==> config.mk <==
export PLATFORM = sky130hd
export DESIGN_NAME = i2c_master_rs
export DESIGN_NICKNAME = d
export VERILOG_FILES = /design/src/core/i2c_mrs_pkg.sv /design/src/core/i2c_master_rs.sv
export SDC_FILE = /design/constraint.sdc
export NUM_CORES = 1
export LEC_CHECK = 0
export ABC_AREA = 1
export BUFFER_PORTS_ARGS = -buffer_cell sky130_fd_sc_hd__buf_2
export CORE_MARGIN = 2
export CORE_UTILIZATION = 29
export CTS_CLUSTER_SIZE = 8
export DETAILED_ROUTE_END_ITERATION = 10
export GPL_TIMING_DRIVEN = 1
export SYNTH_ARGS = -nofsm -noshare
export SYNTH_HDL_FRONTEND = slang
export SYNTH_SLANG_ARGS = --single-unit
==> constraint.sdc <==
create_clock -name clk -period 3.2 [get_ports clk]
set_input_delay 0.64 -clock clk [delete_from_list [all_inputs] [get_ports clk]]
set_output_delay 0.64 -clock clk [all_outputs]
set_load 0.01 [all_outputs]
==> src/core/i2c_mrs_pkg.sv <==
package i2c_mrs_pkg;
  // Register byte offsets on the APB bus
  localparam logic [7:0] ADDR_CTRL1 = 8'h00;
  localparam logic [7:0] ADDR_CTRL2 = 8'h04;
  localparam logic [7:0] ADDR_STATUS = 8'h08;
  localparam logic [7:0] ADDR_BUF = 8'h0C;
  localparam logic [7:0] ADDR_RELOAD = 8'h10;
  localparam logic [7:0] ADDR_FLAGS = 8'h14;
  // First control register fields
  localparam int MODE_LSB = 0;
  localparam int MODE_W = 4;
  localparam logic [3:0] MODE_MASTER = 4'h8;
  localparam logic [3:0] MODE_RESET = 4'h0;
  localparam int ENABLE_BIT = 5;
  localparam int WRITE_COLLISION_FLAG_BIT = 7;
  // Second control register fields; the low five are sequence requests
  localparam int REQ_W = 5;
  localparam int START_BIT = 0;
  localparam int RSTART_BIT = 1;
  localparam int STOP_BIT = 2;
  localparam int RECV_BIT = 3;
  localparam int ACK_BIT = 4;
  localparam int ACKDATA_BIT = 5;
  localparam int ACKSTAT_BIT = 6;
  // Status register fields
  localparam int FULL_BIT = 0;
  localparam int BUSY_BIT = 2;
  localparam int STARTSEEN_BIT = 3;
  localparam int STOPSEEN_BIT = 4;
  // Flag register fields, write one to clear
  localparam int IRQ_BIT = 0;
  localparam int BCOL_BIT = 1;
  // Baud generator
  localparam int RELOAD_W = 7;
  localparam logic [6:0] RELOAD_RESET = 7'h09;
  // Transfer kinds and bit counts
  localparam logic [1:0] KIND_TX = 2'h0;
  localparam logic [1:0] KIND_RX = 2'h1;
  localparam logic [1:0] KIND_ACK = 2'h2;
  localparam logic [3:0] BITS_TX = 4'h9;
  localparam logic [3:0] BITS_RX = 4'h8;
  localparam logic [3:0] BITS_ACK = 4'h1;
  typedef enum {ST_IDLE, ST_START, ST_RSTART, ST_XFER, ST_STOP} seq_t;
endpackage

==> src/core/i2c_master_rs.sv <==
`timescale 1ns/1ps
// Behaviour
// - Master only with master mode and enable
// - Hardware drives and releases both bus lines
// - Start/stop seen cleared on reset, disable
// - Six operations, requested one at a time
// - No queueing; early buffer write sets collision
// - Interrupt flag on every completed event
// - Repeated start begins by pulling clock low
// - Clock low: load generator, release data
// - Timeout, data high: release clock; reload once clock seen high
// - Data low one period, clear request, hold
// - Start seen set on detected start
// - Repeated start interrupt after final timeout
// - Repeated start request ignored while busy
// - Collision: data low or clock falls early
// - Buffer write during sequence sets collision
// - Low five request bits locked while busy
// - Bus collision aborts, flags, returns idle
module i2c_master_rs
(
  // Clock and reset
  input wire logic clk,
  input wire logic rst,
  // APB slave
  input wire logic [7:0] paddr,
  input wire logic psel,
  input wire logic penable,
  input wire logic pwrite,
  input wire logic [31:0] pwdata,
  output logic [31:0] prdata,
  output logic pready,
  output logic pslverr,
  // Open-drain bus lines
  input wire logic sclIn,
  output logic sclOut,
  output logic sclOe,
  input wire logic sdaIn,
  output logic sdaOut,
  output logic sdaOe
);
  // Address match, used by read, write and error decode
  function automatic logic regHit(input logic [7:0] a, input logic [7:0] off);
    regHit = (a == off);
  endfunction

  logic [3:0] mode_q, mode_d;
  logic enable_q, enable_d, write_collision_flag_q, write_collision_flag_d, ackData_q, ackData_d, ackStat_q, ackStat_d;
  logic [i2c_mrs_pkg::REQ_W-1:0] req_q, req_d;
  logic startSeen_q, startSeen_d, stopSeen_q, stopSeen_d, full_q, full_d;
  logic [7:0] buf_q, buf_d;
  logic [6:0] reload_q, reload_d, brg_q, brg_d;
  logic irq_q, irq_d, bcol_q, bcol_d;
  i2c_mrs_pkg::seq_t seq_q, seq_d;
  logic [2:0] ph_q, ph_d;
  logic [3:0] bits_q, bits_d;
  logic [1:0] kind_q, kind_d;
  logic [8:0] shift_q, shift_d;
  logic sclOe_q, sclOe_d, sdaOe_q, sdaOe_d, sclPrev_q, sdaPrev_q;
  logic [31:0] prdata_q, prdata_d;
  logic pready_q, pslverr_q, pslverr_d;
  logic masterOn, busy, wrEn, rdEn, brgZero, brgLoad, doneEv, bcolEv, startDet, stopDet;

  // Bus strobes; writes land in the access cycle where pready is high
  assign wrEn = psel && penable && pwrite && pready_q;
  assign rdEn = psel && penable && !pwrite && pready_q;
  assign masterOn = enable_q && (mode_q == i2c_mrs_pkg::MODE_MASTER);
  assign busy = (seq_q != i2c_mrs_pkg::ST_IDLE) || (|req_q);
  assign brgZero = (brg_q == 7'h00);
  // Conditions seen on the wires, judged against last cycle's sample
  assign startDet = sclIn && sclPrev_q && sdaPrev_q && !sdaIn;
  assign stopDet = sclIn && sclPrev_q && !sdaPrev_q && sdaIn;

  // Sequencer and register file next state
  always_comb
  begin
    mode_d = mode_q;
    enable_d = enable_q;
    write_collision_flag_d = write_collision_flag_q;
    ackData_d = ackData_q;
    ackStat_d = ackStat_q;
    req_d = req_q;
    startSeen_d = startSeen_q;
    stopSeen_d = stopSeen_q;
    full_d = full_q;
    buf_d = buf_q;
    reload_d = reload_q;
    irq_d = irq_q;
    bcol_d = bcol_q;
    seq_d = seq_q;
    ph_d = ph_q;
    bits_d = bits_q;
    kind_d = kind_q;
    shift_d = shift_q;
    sclOe_d = sclOe_q;
    sdaOe_d = sdaOe_q;
    brgLoad = 1'b0;
    doneEv = 1'b0;
    bcolEv = 1'b0;
    // Software side; clears come first so a same-cycle set below wins
    if (wrEn && regHit(paddr, i2c_mrs_pkg::ADDR_CTRL1))
    begin
      mode_d = pwdata[i2c_mrs_pkg::MODE_LSB +: i2c_mrs_pkg::MODE_W];
      enable_d = pwdata[i2c_mrs_pkg::ENABLE_BIT];
      write_collision_flag_d = write_collision_flag_q && pwdata[i2c_mrs_pkg::WRITE_COLLISION_FLAG_BIT];
    end
    if (wrEn && regHit(paddr, i2c_mrs_pkg::ADDR_CTRL2))
    begin
      ackData_d = pwdata[i2c_mrs_pkg::ACKDATA_BIT];
      if (!busy && masterOn)
        req_d = pwdata[i2c_mrs_pkg::REQ_W-1:0];
    end
    if (wrEn && regHit(paddr, i2c_mrs_pkg::ADDR_RELOAD))
      reload_d = pwdata[i2c_mrs_pkg::RELOAD_W-1:0];
    if (wrEn && regHit(paddr, i2c_mrs_pkg::ADDR_FLAGS))
    begin
      irq_d = irq_q && !pwdata[i2c_mrs_pkg::IRQ_BIT];
      bcol_d = bcol_q && !pwdata[i2c_mrs_pkg::BCOL_BIT];
    end
    if (rdEn && regHit(paddr, i2c_mrs_pkg::ADDR_BUF))
      full_d = 1'b0;
    // Baud generator counts down to zero and holds there unless reloaded below
    if (!brgZero)
      brg_d = brg_q - 7'h01;
    else
      brg_d = brg_q;
    case (seq_q)
      i2c_mrs_pkg::ST_IDLE:
      begin
        ph_d = 3'h0;
        if (wrEn && regHit(paddr, i2c_mrs_pkg::ADDR_BUF))
        begin
          if (busy || !masterOn)
            write_collision_flag_d = 1'b1;
          else
          begin
            buf_d = pwdata[7:0];
            full_d = 1'b1;
            shift_d = {pwdata[7:0], 1'b1};
            kind_d = i2c_mrs_pkg::KIND_TX;
            bits_d = i2c_mrs_pkg::BITS_TX;
            seq_d = i2c_mrs_pkg::ST_XFER;
          end
        end
        else if (req_q[i2c_mrs_pkg::START_BIT])
          seq_d = i2c_mrs_pkg::ST_START;
        else if (req_q[i2c_mrs_pkg::RSTART_BIT])
          seq_d = i2c_mrs_pkg::ST_RSTART;
        else if (req_q[i2c_mrs_pkg::STOP_BIT])
          seq_d = i2c_mrs_pkg::ST_STOP;
        else if (req_q[i2c_mrs_pkg::RECV_BIT])
        begin
          shift_d = 9'h1FF;
          kind_d = i2c_mrs_pkg::KIND_RX;
          bits_d = i2c_mrs_pkg::BITS_RX;
          seq_d = i2c_mrs_pkg::ST_XFER;
        end
        else if (req_q[i2c_mrs_pkg::ACK_BIT])
        begin
          shift_d = {ackData_q, 8'hFF};
          kind_d = i2c_mrs_pkg::KIND_ACK;
          bits_d = i2c_mrs_pkg::BITS_ACK;
          seq_d = i2c_mrs_pkg::ST_XFER;
        end
      end
      i2c_mrs_pkg::ST_START:
      begin
        case (ph_q)
          3'h0:
          begin
            if (!sdaIn || !sclIn)
              bcolEv = 1'b1;
            else
            begin
              sclOe_d = 1'b0;
              sdaOe_d = 1'b0;
              brgLoad = 1'b1;
              ph_d = 3'h1;
            end
          end
          3'h1:
          begin
            if (brgZero)
            begin
              sdaOe_d = 1'b1;
              brgLoad = 1'b1;
              ph_d = 3'h2;
            end
          end
          default:
          begin
            if (brgZero)
            begin
              sclOe_d = 1'b1;
              req_d[i2c_mrs_pkg::START_BIT] = 1'b0;
              doneEv = 1'b1;
            end
          end
        endcase
      end
      i2c_mrs_pkg::ST_RSTART:
      begin
        case (ph_q)
          3'h0:
          begin
            sclOe_d = 1'b1;
            if (!sclIn && sclOe_q)
            begin
              sdaOe_d = 1'b0;
              brgLoad = 1'b1;
              ph_d = 3'h1;
            end
          end
          3'h1:
          begin
            if (brgZero && sdaIn)
            begin
              sclOe_d = 1'b0;
              ph_d = 3'h2;
            end
            else if (brgZero)
              bcolEv = 1'b1;
          end
          3'h2:
          begin
            if (sclIn && !sdaIn)
              bcolEv = 1'b1;
            else if (sclIn)
            begin
              brgLoad = 1'b1;
              ph_d = 3'h3;
            end
          end
          3'h3:
          begin
            if (!sclIn || !sdaIn)
              bcolEv = 1'b1;
            else if (brgZero)
            begin
              sdaOe_d = 1'b1;
              brgLoad = 1'b1;
              ph_d = 3'h4;
            end
          end
          default:
          begin
            // No reload here: the data line stays low for the next step
            if (brgZero)
            begin
              req_d[i2c_mrs_pkg::RSTART_BIT] = 1'b0;
              doneEv = 1'b1;
            end
          end
        endcase
      end
      i2c_mrs_pkg::ST_XFER:
      begin
        case (ph_q)
          3'h0:
          begin
            // Clock low, present the bit; a one is a released line
            sclOe_d = 1'b1;
            sdaOe_d = !shift_q[8];
            brgLoad = 1'b1;
            ph_d = 3'h1;
          end
          3'h1:
          begin
            if (brgZero)
            begin
              sclOe_d = 1'b0;
              ph_d = 3'h2;
            end
          end
          3'h2:
          begin
            // Wait here while a slave stretches the clock
            if (sclIn)
            begin
              brgLoad = 1'b1;
              ph_d = 3'h3;
            end
          end
          default:
          begin
            if (brgZero)
            begin
              shift_d = {shift_q[7:0], sdaIn};
              sclOe_d = 1'b1;
              bits_d = bits_q - 4'h1;
              ph_d = 3'h0;
              if (bits_q == 4'h1)
              begin
                doneEv = 1'b1;
                sdaOe_d = 1'b0;
                if (kind_q == i2c_mrs_pkg::KIND_TX)
                begin
                  ackStat_d = sdaIn;
                  full_d = 1'b0;
                end
                else if (kind_q == i2c_mrs_pkg::KIND_RX)
                begin
                  buf_d = shift_d[7:0];
                  full_d = 1'b1;
                  req_d[i2c_mrs_pkg::RECV_BIT] = 1'b0;
                end
                else
                  req_d[i2c_mrs_pkg::ACK_BIT] = 1'b0;
              end
            end
          end
        endcase
      end
      i2c_mrs_pkg::ST_STOP:
      begin
        case (ph_q)
          3'h0:
          begin
            sclOe_d = 1'b1;
            sdaOe_d = 1'b1;
            brgLoad = 1'b1;
            ph_d = 3'h1;
          end
          3'h1:
          begin
            if (brgZero)
            begin
              sclOe_d = 1'b0;
              ph_d = 3'h2;
            end
          end
          3'h2:
          begin
            if (sclIn)
            begin
              brgLoad = 1'b1;
              ph_d = 3'h3;
            end
          end
          3'h3:
          begin
            if (brgZero)
            begin
              sdaOe_d = 1'b0;
              brgLoad = 1'b1;
              ph_d = 3'h4;
            end
          end
          default:
          begin
            if (brgZero)
            begin
              req_d[i2c_mrs_pkg::STOP_BIT] = 1'b0;
              doneEv = 1'b1;
            end
          end
        endcase
      end
      default:
        seq_d = i2c_mrs_pkg::ST_IDLE;
    endcase
    if (brgLoad)
      brg_d = reload_q;
    if (doneEv)
    begin
      irq_d = 1'b1;
      seq_d = i2c_mrs_pkg::ST_IDLE;
      ph_d = 3'h0;
    end
    // A lost arbitration drops everything and lets go of the wires
    if (bcolEv)
    begin
      bcol_d = 1'b1;
      req_d = '0;
      seq_d = i2c_mrs_pkg::ST_IDLE;
      ph_d = 3'h0;
      sclOe_d = 1'b0;
      sdaOe_d = 1'b0;
    end
    // Buffer writes while a sequence runs are refused
    if (wrEn && regHit(paddr, i2c_mrs_pkg::ADDR_BUF) && seq_q != i2c_mrs_pkg::ST_IDLE)
      write_collision_flag_d = 1'b1;
    // Bus condition detector; seen flags follow the wires
    if (stopDet)
    begin
      stopSeen_d = 1'b1;
      startSeen_d = 1'b0;
    end
    if (startDet)
    begin
      startSeen_d = 1'b1;
      stopSeen_d = 1'b0;
    end
    if (!enable_q)
    begin
      startSeen_d = 1'b0;
      stopSeen_d = 1'b0;
    end
    // Leaving master operation hands the bus back at once
    if (!masterOn)
    begin
      seq_d = i2c_mrs_pkg::ST_IDLE;
      ph_d = 3'h0;
      req_d = '0;
      sclOe_d = 1'b0;
      sdaOe_d = 1'b0;
    end
  end

  // APB read path, registered so outputs come from flops
  always_comb
  begin
    prdata_d = 32'h0000_0000;
    pslverr_d = 1'b0;
    if (psel && !penable)
    begin
      if (regHit(paddr, i2c_mrs_pkg::ADDR_CTRL1))
        prdata_d = {24'h00_0000, write_collision_flag_q, 1'b0, enable_q, 1'b0, mode_q};
      else if (regHit(paddr, i2c_mrs_pkg::ADDR_CTRL2))
        prdata_d = {25'h000_0000, ackStat_q, ackData_q, req_q};
      else if (regHit(paddr, i2c_mrs_pkg::ADDR_STATUS))
        prdata_d = {27'h000_0000, stopSeen_q, startSeen_q, busy, 1'b0, full_q};
      else if (regHit(paddr, i2c_mrs_pkg::ADDR_BUF))
        prdata_d = {24'h00_0000, buf_q};
      else if (regHit(paddr, i2c_mrs_pkg::ADDR_RELOAD))
        prdata_d = {25'h000_0000, reload_q};
      else if (regHit(paddr, i2c_mrs_pkg::ADDR_FLAGS))
        prdata_d = {30'h0000_0000, bcol_q, irq_q};
      else
        pslverr_d = 1'b1;
    end
  end

  // All state registers
  always_ff @(posedge clk or posedge rst)
  begin
    if (rst)
    begin
      mode_q <= i2c_mrs_pkg::MODE_RESET;
      enable_q <= 1'b0;
      write_collision_flag_q <= 1'b0;
      ackData_q <= 1'b0;
      ackStat_q <= 1'b0;
      req_q <= '0;
      startSeen_q <= 1'b0;
      stopSeen_q <= 1'b0;
      full_q <= 1'b0;
      buf_q <= 8'h00;
      reload_q <= i2c_mrs_pkg::RELOAD_RESET;
      brg_q <= 7'h00;
      irq_q <= 1'b0;
      bcol_q <= 1'b0;
      seq_q <= i2c_mrs_pkg::ST_IDLE;
      ph_q <= 3'h0;
      bits_q <= 4'h0;
      kind_q <= i2c_mrs_pkg::KIND_TX;
      shift_q <= 9'h1FF;
      sclOe_q <= 1'b0;
      sdaOe_q <= 1'b0;
      sclPrev_q <= 1'b1;
      sdaPrev_q <= 1'b1;
      prdata_q <= 32'h0000_0000;
      pready_q <= 1'b0;
      pslverr_q <= 1'b0;
    end
    else
    begin
      mode_q <= mode_d;
      enable_q <= enable_d;
      write_collision_flag_q <= write_collision_flag_d;
      ackData_q <= ackData_d;
      ackStat_q <= ackStat_d;
      req_q <= req_d;
      startSeen_q <= startSeen_d;
      stopSeen_q <= stopSeen_d;
      full_q <= full_d;
      buf_q <= buf_d;
      reload_q <= reload_d;
      brg_q <= brg_d;
      irq_q <= irq_d;
      bcol_q <= bcol_d;
      seq_q <= seq_d;
      ph_q <= ph_d;
      bits_q <= bits_d;
      kind_q <= kind_d;
      shift_q <= shift_d;
      sclOe_q <= sclOe_d;
      sdaOe_q <= sdaOe_d;
      sclPrev_q <= sclIn;
      sdaPrev_q <= sdaIn;
      prdata_q <= prdata_d;
      pready_q <= psel && !penable;
      pslverr_q <= pslverr_d;
    end
  end

  assign prdata = prdata_q;
  assign pready = pready_q;
  assign pslverr = pslverr_q;
  assign sclOe = sclOe_q;
  assign sdaOe = sdaOe_q;
  assign sclOut = 1'b0; // Open drain: the low level is the only one driven
  assign sdaOut = 1'b0;
endmodule // i2c_master_rs

== Word-level counts from Yosys, hierarchy flattened ==
Cells that the tools add are included.
Storage, ports and cells
  register bits: 128
  input bits: 47
  output and inout port bits: 38
Operators by class
  equal/unequal tests: 62
  bitwise logic cells: 1
  multiplexer cells: 170
  reductions and logical operators: 64
  add/sub/neg operators: 2
Operators by type and width (number)
  two-way mux 32 bit: 10
  two-way mux 8 bit: 12
  two-way mux 9 bit: 9
  two-way mux 1 bit: 70
  equality test 32 x 2 -> 1 bit, second input constant: 2
  one-hot mux 32 bit (2 select lines): 1
  inequality test 5 bit, second input constant: 12
  inequality test 6 bit, second input constant: 7
  two-way mux 3 bit: 12
  two-way mux 4 bit: 9
  equality test 32 x 1 -> 1 bit, second input constant: 1
  equality test 32 x 3 -> 1 bit, second input constant: 1
  zero test 32 bit: 1
  nonzero test 32 bit: 1
  logical AND 1 bit: 26
  two-way mux 2 bit: 13
  inequality test 8 bit, second input constant: 3
  one-hot mux 3 bit (4 select lines): 2
  one-hot mux 1 bit (2 select lines): 11
  two-way mux 7 bit: 3
  two-way mux 5 bit: 4
  one-hot mux 9 bit (2 select lines): 1
  equality test 8 x 4 -> 1 bit, second input constant: 2
  equality test 8 x 5 -> 1 bit, second input constant: 2
  44 further kinds: 84

== Longest topological paths before layout ==
  depth after elaboration: 14
  gate-level depth with buffers: 14
  mapped depth without buffers: 13

== Worst setup path after synthesis ==
No wires, ideal clock.
  kind: input -> register
  start: input port paddr[4]
  end: register bits_q[0]
  data required time: 3083 ps
  buffers on the path: 2
  path slack: 1231 ps
  stages: 14
  data arrival time: 1852 ps
  library setup time: 117 ps
  path through: nor2_1 -> nand3_2 -> inv_2 -> nand3_4 -> clkinv_2 -> nand2_2 -> buf_6 -> nand3_4 -> nand2_1 -> nor2_2 -> nand3_2 -> buf_6 -> nand2_1 -> nand2_1
On the way
  longest elaborated chain between the ends: 4
  elaborated cells on any way between the ends: 10
RTL lines
  start, declared: RTL line i2c_master_rs.sv:26  | input wire logic [7:0] paddr,
  equality test 8 x 4 -> 1 bit *: RTL line i2c_master_rs.sv:44  | regHit = (a == off);
  logical AND 1 bit *: RTL line i2c_master_rs.sv:131  | if (wrEn && regHit(paddr, i2c_mrs_pkg::ADDR_BUF))
  inequality test 4 bit (no source line), or another cell as far along
  AND reduction 8 bit (no source line) / one-hot mux 4 bit (2 select lines) (equally long branches)
  end signal, assigned: RTL line i2c_master_rs.sv:484  | bits_q <= bits_d;
  end, declared: RTL line i2c_master_rs.sv:56  | logic [3:0] bits_q, bits_d;
Every way passes the cells marked *; elsewhere a longest branch is shown, timed or not.
A chain may end at the register's enable or synchronous reset.

== Final worst setup path ==
  start: register brg_q[0]
  end: register shift_q[8]
On the way
  longest elaborated chain between the ends: 3
RTL lines
  start, declared: RTL line i2c_master_rs.sv:52  | logic [6:0] reload_q, reload_d, brg_q, brg_d;
  start signal, assigned: RTL line i2c_master_rs.sv:479  | brg_q <= brg_d;
  zero test 7 bit: RTL line i2c_master_rs.sv:69  | assign brgZero = (brg_q == 7'h00);
  inequality test 2 bit (no source line)
  AND reduction 8 bit (no source line)
  end signal, assigned: RTL line i2c_master_rs.sv:486  | shift_q <= shift_d;
  end, declared: RTL line i2c_master_rs.sv:58  | logic [8:0] shift_q, shift_d;
No other way between the ends.

==> insert_results.sql <==
INSERT INTO impl_metrics (metric_group, metric, value, unit) VALUES
('grt', 'grt_pass1_wl', '19700', 'um'),
('yosys', 'netlist_area', '4670', 'um^2'),
('job', 'max_capacitance_violation_count', '0', ''),
('timing', 'timing.setup.tns', '0', 'ns'),
('yosys', 'synth-edff-count', '0', ''),
('pwr', 'internal-power', '1.65', 'mW'),
('drt', 'topRoutingLayerUsed', 'met4', ''),
('drt', 'drt.antenna.violating_nets', '0', ''),
('pwr', 'worst_ir_drop_vdd', '267', 'uV'),
('drt', 'detailroute.wirelength.met2', '5430', 'um'),
('hold_path', 'holdCritPathClass', 'input pin to async pin', ''),
('clock_tree', 'tritoncts_buffers', '9', ''),
('worst_setup_path', 'cp-end-kind', 'register', ''),
('timing', 'finalHoldViolCount', '0', ''),
('clock_tree', 'clock_tree.htree_level_count', '3', ''),
('final_layout', 'drive_above_1_share', '0.164', ''),
('grt', 'grt_usage', '0.149', ''),
('die', 'boundaryPins', '85', ''),
('clock_tree', 'cts.sink_count', '75', ''),
('yosys', 'yosysSeqAreaShare', '0.406', ''),
('drt', 'drt-pass1-iter-count', '5', ''),
('grt', 'grt_overflow', '0', ''),
('die', 'die_x_extent', '131', 'um'),
('grt', 'grt_start_max_net_pins', '76', ''),
('yosys', 'yosys_most_used_dff', 'dfrtp_1', ''),
('yosys', 'synth-seq-cells', '75', ''),
('yosys', 'yosys_top_cell_by_area', 'dfrtp_1', ''),
('yosys', 'synth.most_common_cell', 'nand2_1', ''),
('timing', 'ratio_of_final_minimum_period_to_clock_period', '0.761', ''),
('grt', 'first_global_vias', '3746', ''),
('drt', 'initialDrtViolationCount', '431', ''),
('clock_tree', 'cts-root-buf', 'clkbuf_16', ''),
('placed_design', 'gp_routability_congestion', '0.880', ''),
('pwr', 'comb_power_share', '0.116', ''),
('drt', 'drt-total-wl', '12100', 'um'),
('timing', 'setup_viol', '0', ''),
('die', 'chipHeight', '131', 'um'),
('drt', 'avgRoutedWirePerCell', '13.5', 'um'),
('drt', 'met3_length', '479', 'um'),
('placed_design', 'place.detailed.hpwl', '8990', 'um'),
('drt', 'vias', '4064', ''),
('final_layout', 'diodes', '0', ''),
('worst_setup_path', 'worst_ep_required_time', '3.48', 'ns'),
('final_layout', 'net_count_reported_at_finish', '720', ''),
('die', 'initial_utilization', '0.295', ''),
('timing', 'layout_min_cycle_time', '2.43', 'ns'),
('yosys', 'synth_async_sr_flop_share', '1.00', ''),
('grt', 'antenna_violations_before_repair', '0', ''),
('yosys', 'synth_area_leaders', 'dfrtp_1 (33%), nand2_1 (15%), dfstp_2 (7.3%)', ''),
('die', 'num_rows', '46', ''),
('clock_tree', 'clock_insertion_delay_worst_skew', '0.34', 'ns'),
('final_layout', 'final_cells', '891', ''),
('yosys', 'netlist_instances', '636', ''),
('drt', 'via_per_inst', '4.56', ''),
('placed_design', 'place.detailed.instances', '875', ''),
('pwr', 'power.sequential.fraction', '0.463', ''),
('drt', 'wl_met1', '5880', 'um'),
('die', 'core', '15800', 'um^2'),
('outcome', 'outcome', 'completed', ''),
('final_layout', 'syn2layout_area_growth', '11.9', '%'),
('worst_setup_path', 'worst_ep_arrival_time', '2.71', 'ns'),
('timing', 'clock_skew', '0.00724', 'ns'),
('pwr', 'p_clk_frac', '0.421', ''),
('clock_tree', 'post-cts-setup-buffers', '0', ''),
('pwr', 'power.share.switching', '0.264', ''),
('clock_tree', 'cts.hold.buffers_added', '0', ''),
('worst_setup_path', 'critical_path_peak_fanout', '15', ''),
('pwr', 'netSwitchingPower', '594', 'uW'),
('drt', 'drc', '0', ''),
('final_layout', 'fillCellCount', '1706', ''),
('timing', 'rsz_0062_raised_after_global_routing', 'false', '');
[metal layers]
metal  global-route usage  up-vias
met3               0.0309       19
met1                0.208     1855
met4               0.0513        0
met5                    0        -
met2                0.230      110
li1                     -     2080
[per-stage QoR]
stage / hold WS (ns) / total power, mW / setup slack (ns) / instance area [um^2] / util
4_1_cts: 0.403 / 2.27 / 0.727 / 5220 / 0.330
6_report: 0.385 / 2.25 / 0.766 / 5220 / 0.330
3_3_place_gp: 0.453 / 1.32 / 0.789 / 4950 / 0.313
2_1_floorplan: 0.442 / 1.27 / 0.672 / 4760 / -
5_1_grt: 0.423 / 2.37 / 0.567 / 5220 / 0.330
3_5_place_dp: 0.457 / 1.32 / 0.784 / 4950 / 0.313
[registers in the layout, summed over array words and instances, names as in the netlist, 2 cells and up]
signal,cells
brg_q,7
kind_q,2
seq_q,3
buf_q,8
reload_q,7
mode_q,4
ph_q,3
req_q,5
bits_q,4
prdata,8
shift_q,9
[power groups by stage]
stage          registers, mW  logic (mW)  clock network (mW)
6_report                1.04       0.261               0.946
4_1_cts                 1.04       0.266               0.965
2_1_floorplan           1.05       0.224                   0
3_3_place_gp            1.06       0.258                   0
5_1_grt                 1.05       0.311                1.01
3_5_place_dp            1.06       0.263                   0
[worst paths after layout]
check	startpoint	end	depth (start not counted)
worst max-delay path	brg_q[0]	shift_q[8]	11
max in group asynchronous	rst	shift_q[8]	3
worst min-delay path	rst	buf_q[5]	3
worst min register to register	shift_q[4]	shift_q[4]	2
worst max register to register	brg_q[0]	shift_q[8]	11
min in group clk	sdaIn	sdaPrev_q	1
[worst max-delay path: stages, from the launching register on]
cell and delay (ns):
dfrtp_1 0.39, inv_1 0.08, ha_1 0.19, nand2_1 0.10
nor2_4 0.38, inv_2 0.22, nor3_2 0.24, nor2_1 0.10
nand3b_4 0.17, nor2_4 0.29, nand2_1 0.11, nand2_1 0.09
[cells in the final DEF, fill, tap and decap left out, drive strengths merged, types with 2 or more instances in the layout]
master	count
a21oi	21
a31oi	4
buf	36
clkbuf	12
clkinv	2
clkinvlp	3
conb	26
dfrtp	62
dfstp	13
ha	3
inv	68
nand2	191
nand3	60
nand3b	4
nand4	5
nor2	62
nor3	21
o211ai	4
o21ai	63
o31ai	2
xnor2	4
xor2	2
[final cells by class]
| cell class | count | area [um^2] | area share |
|---|---|---|---|
| Sequential cell | 75 | 1890 | 0.363 |
| Inverter | 69 | 260 | 0.0498 |
| Clock inverter | 4 | 27.5 | 0.00527 |
| Timing Repair Buffer | 36 | 198 | 0.0379 |
| Clock buffer | 12 | 246 | 0.0472 |
| Multi-Input combinational cell | 479 | 2330 | 0.445 |
| Tap cell | 216 | 270 | 0.0518 |
[kinds of logic (layout without fill, tap and decap cells)]
kind of cell	after synthesis	after routing	share of synthesized area
compound gates	97	97	0.110
other cells	1	26	0.000804
buf+inv	107	121	0.116
simple gates	345	345	0.344
flops	75	75	0.406
fa+ha+maj	3	3	0.00805
mux	2	2	0.00456
xor+xnor	6	6	0.0113
Power figures use the tool's default switching activity.
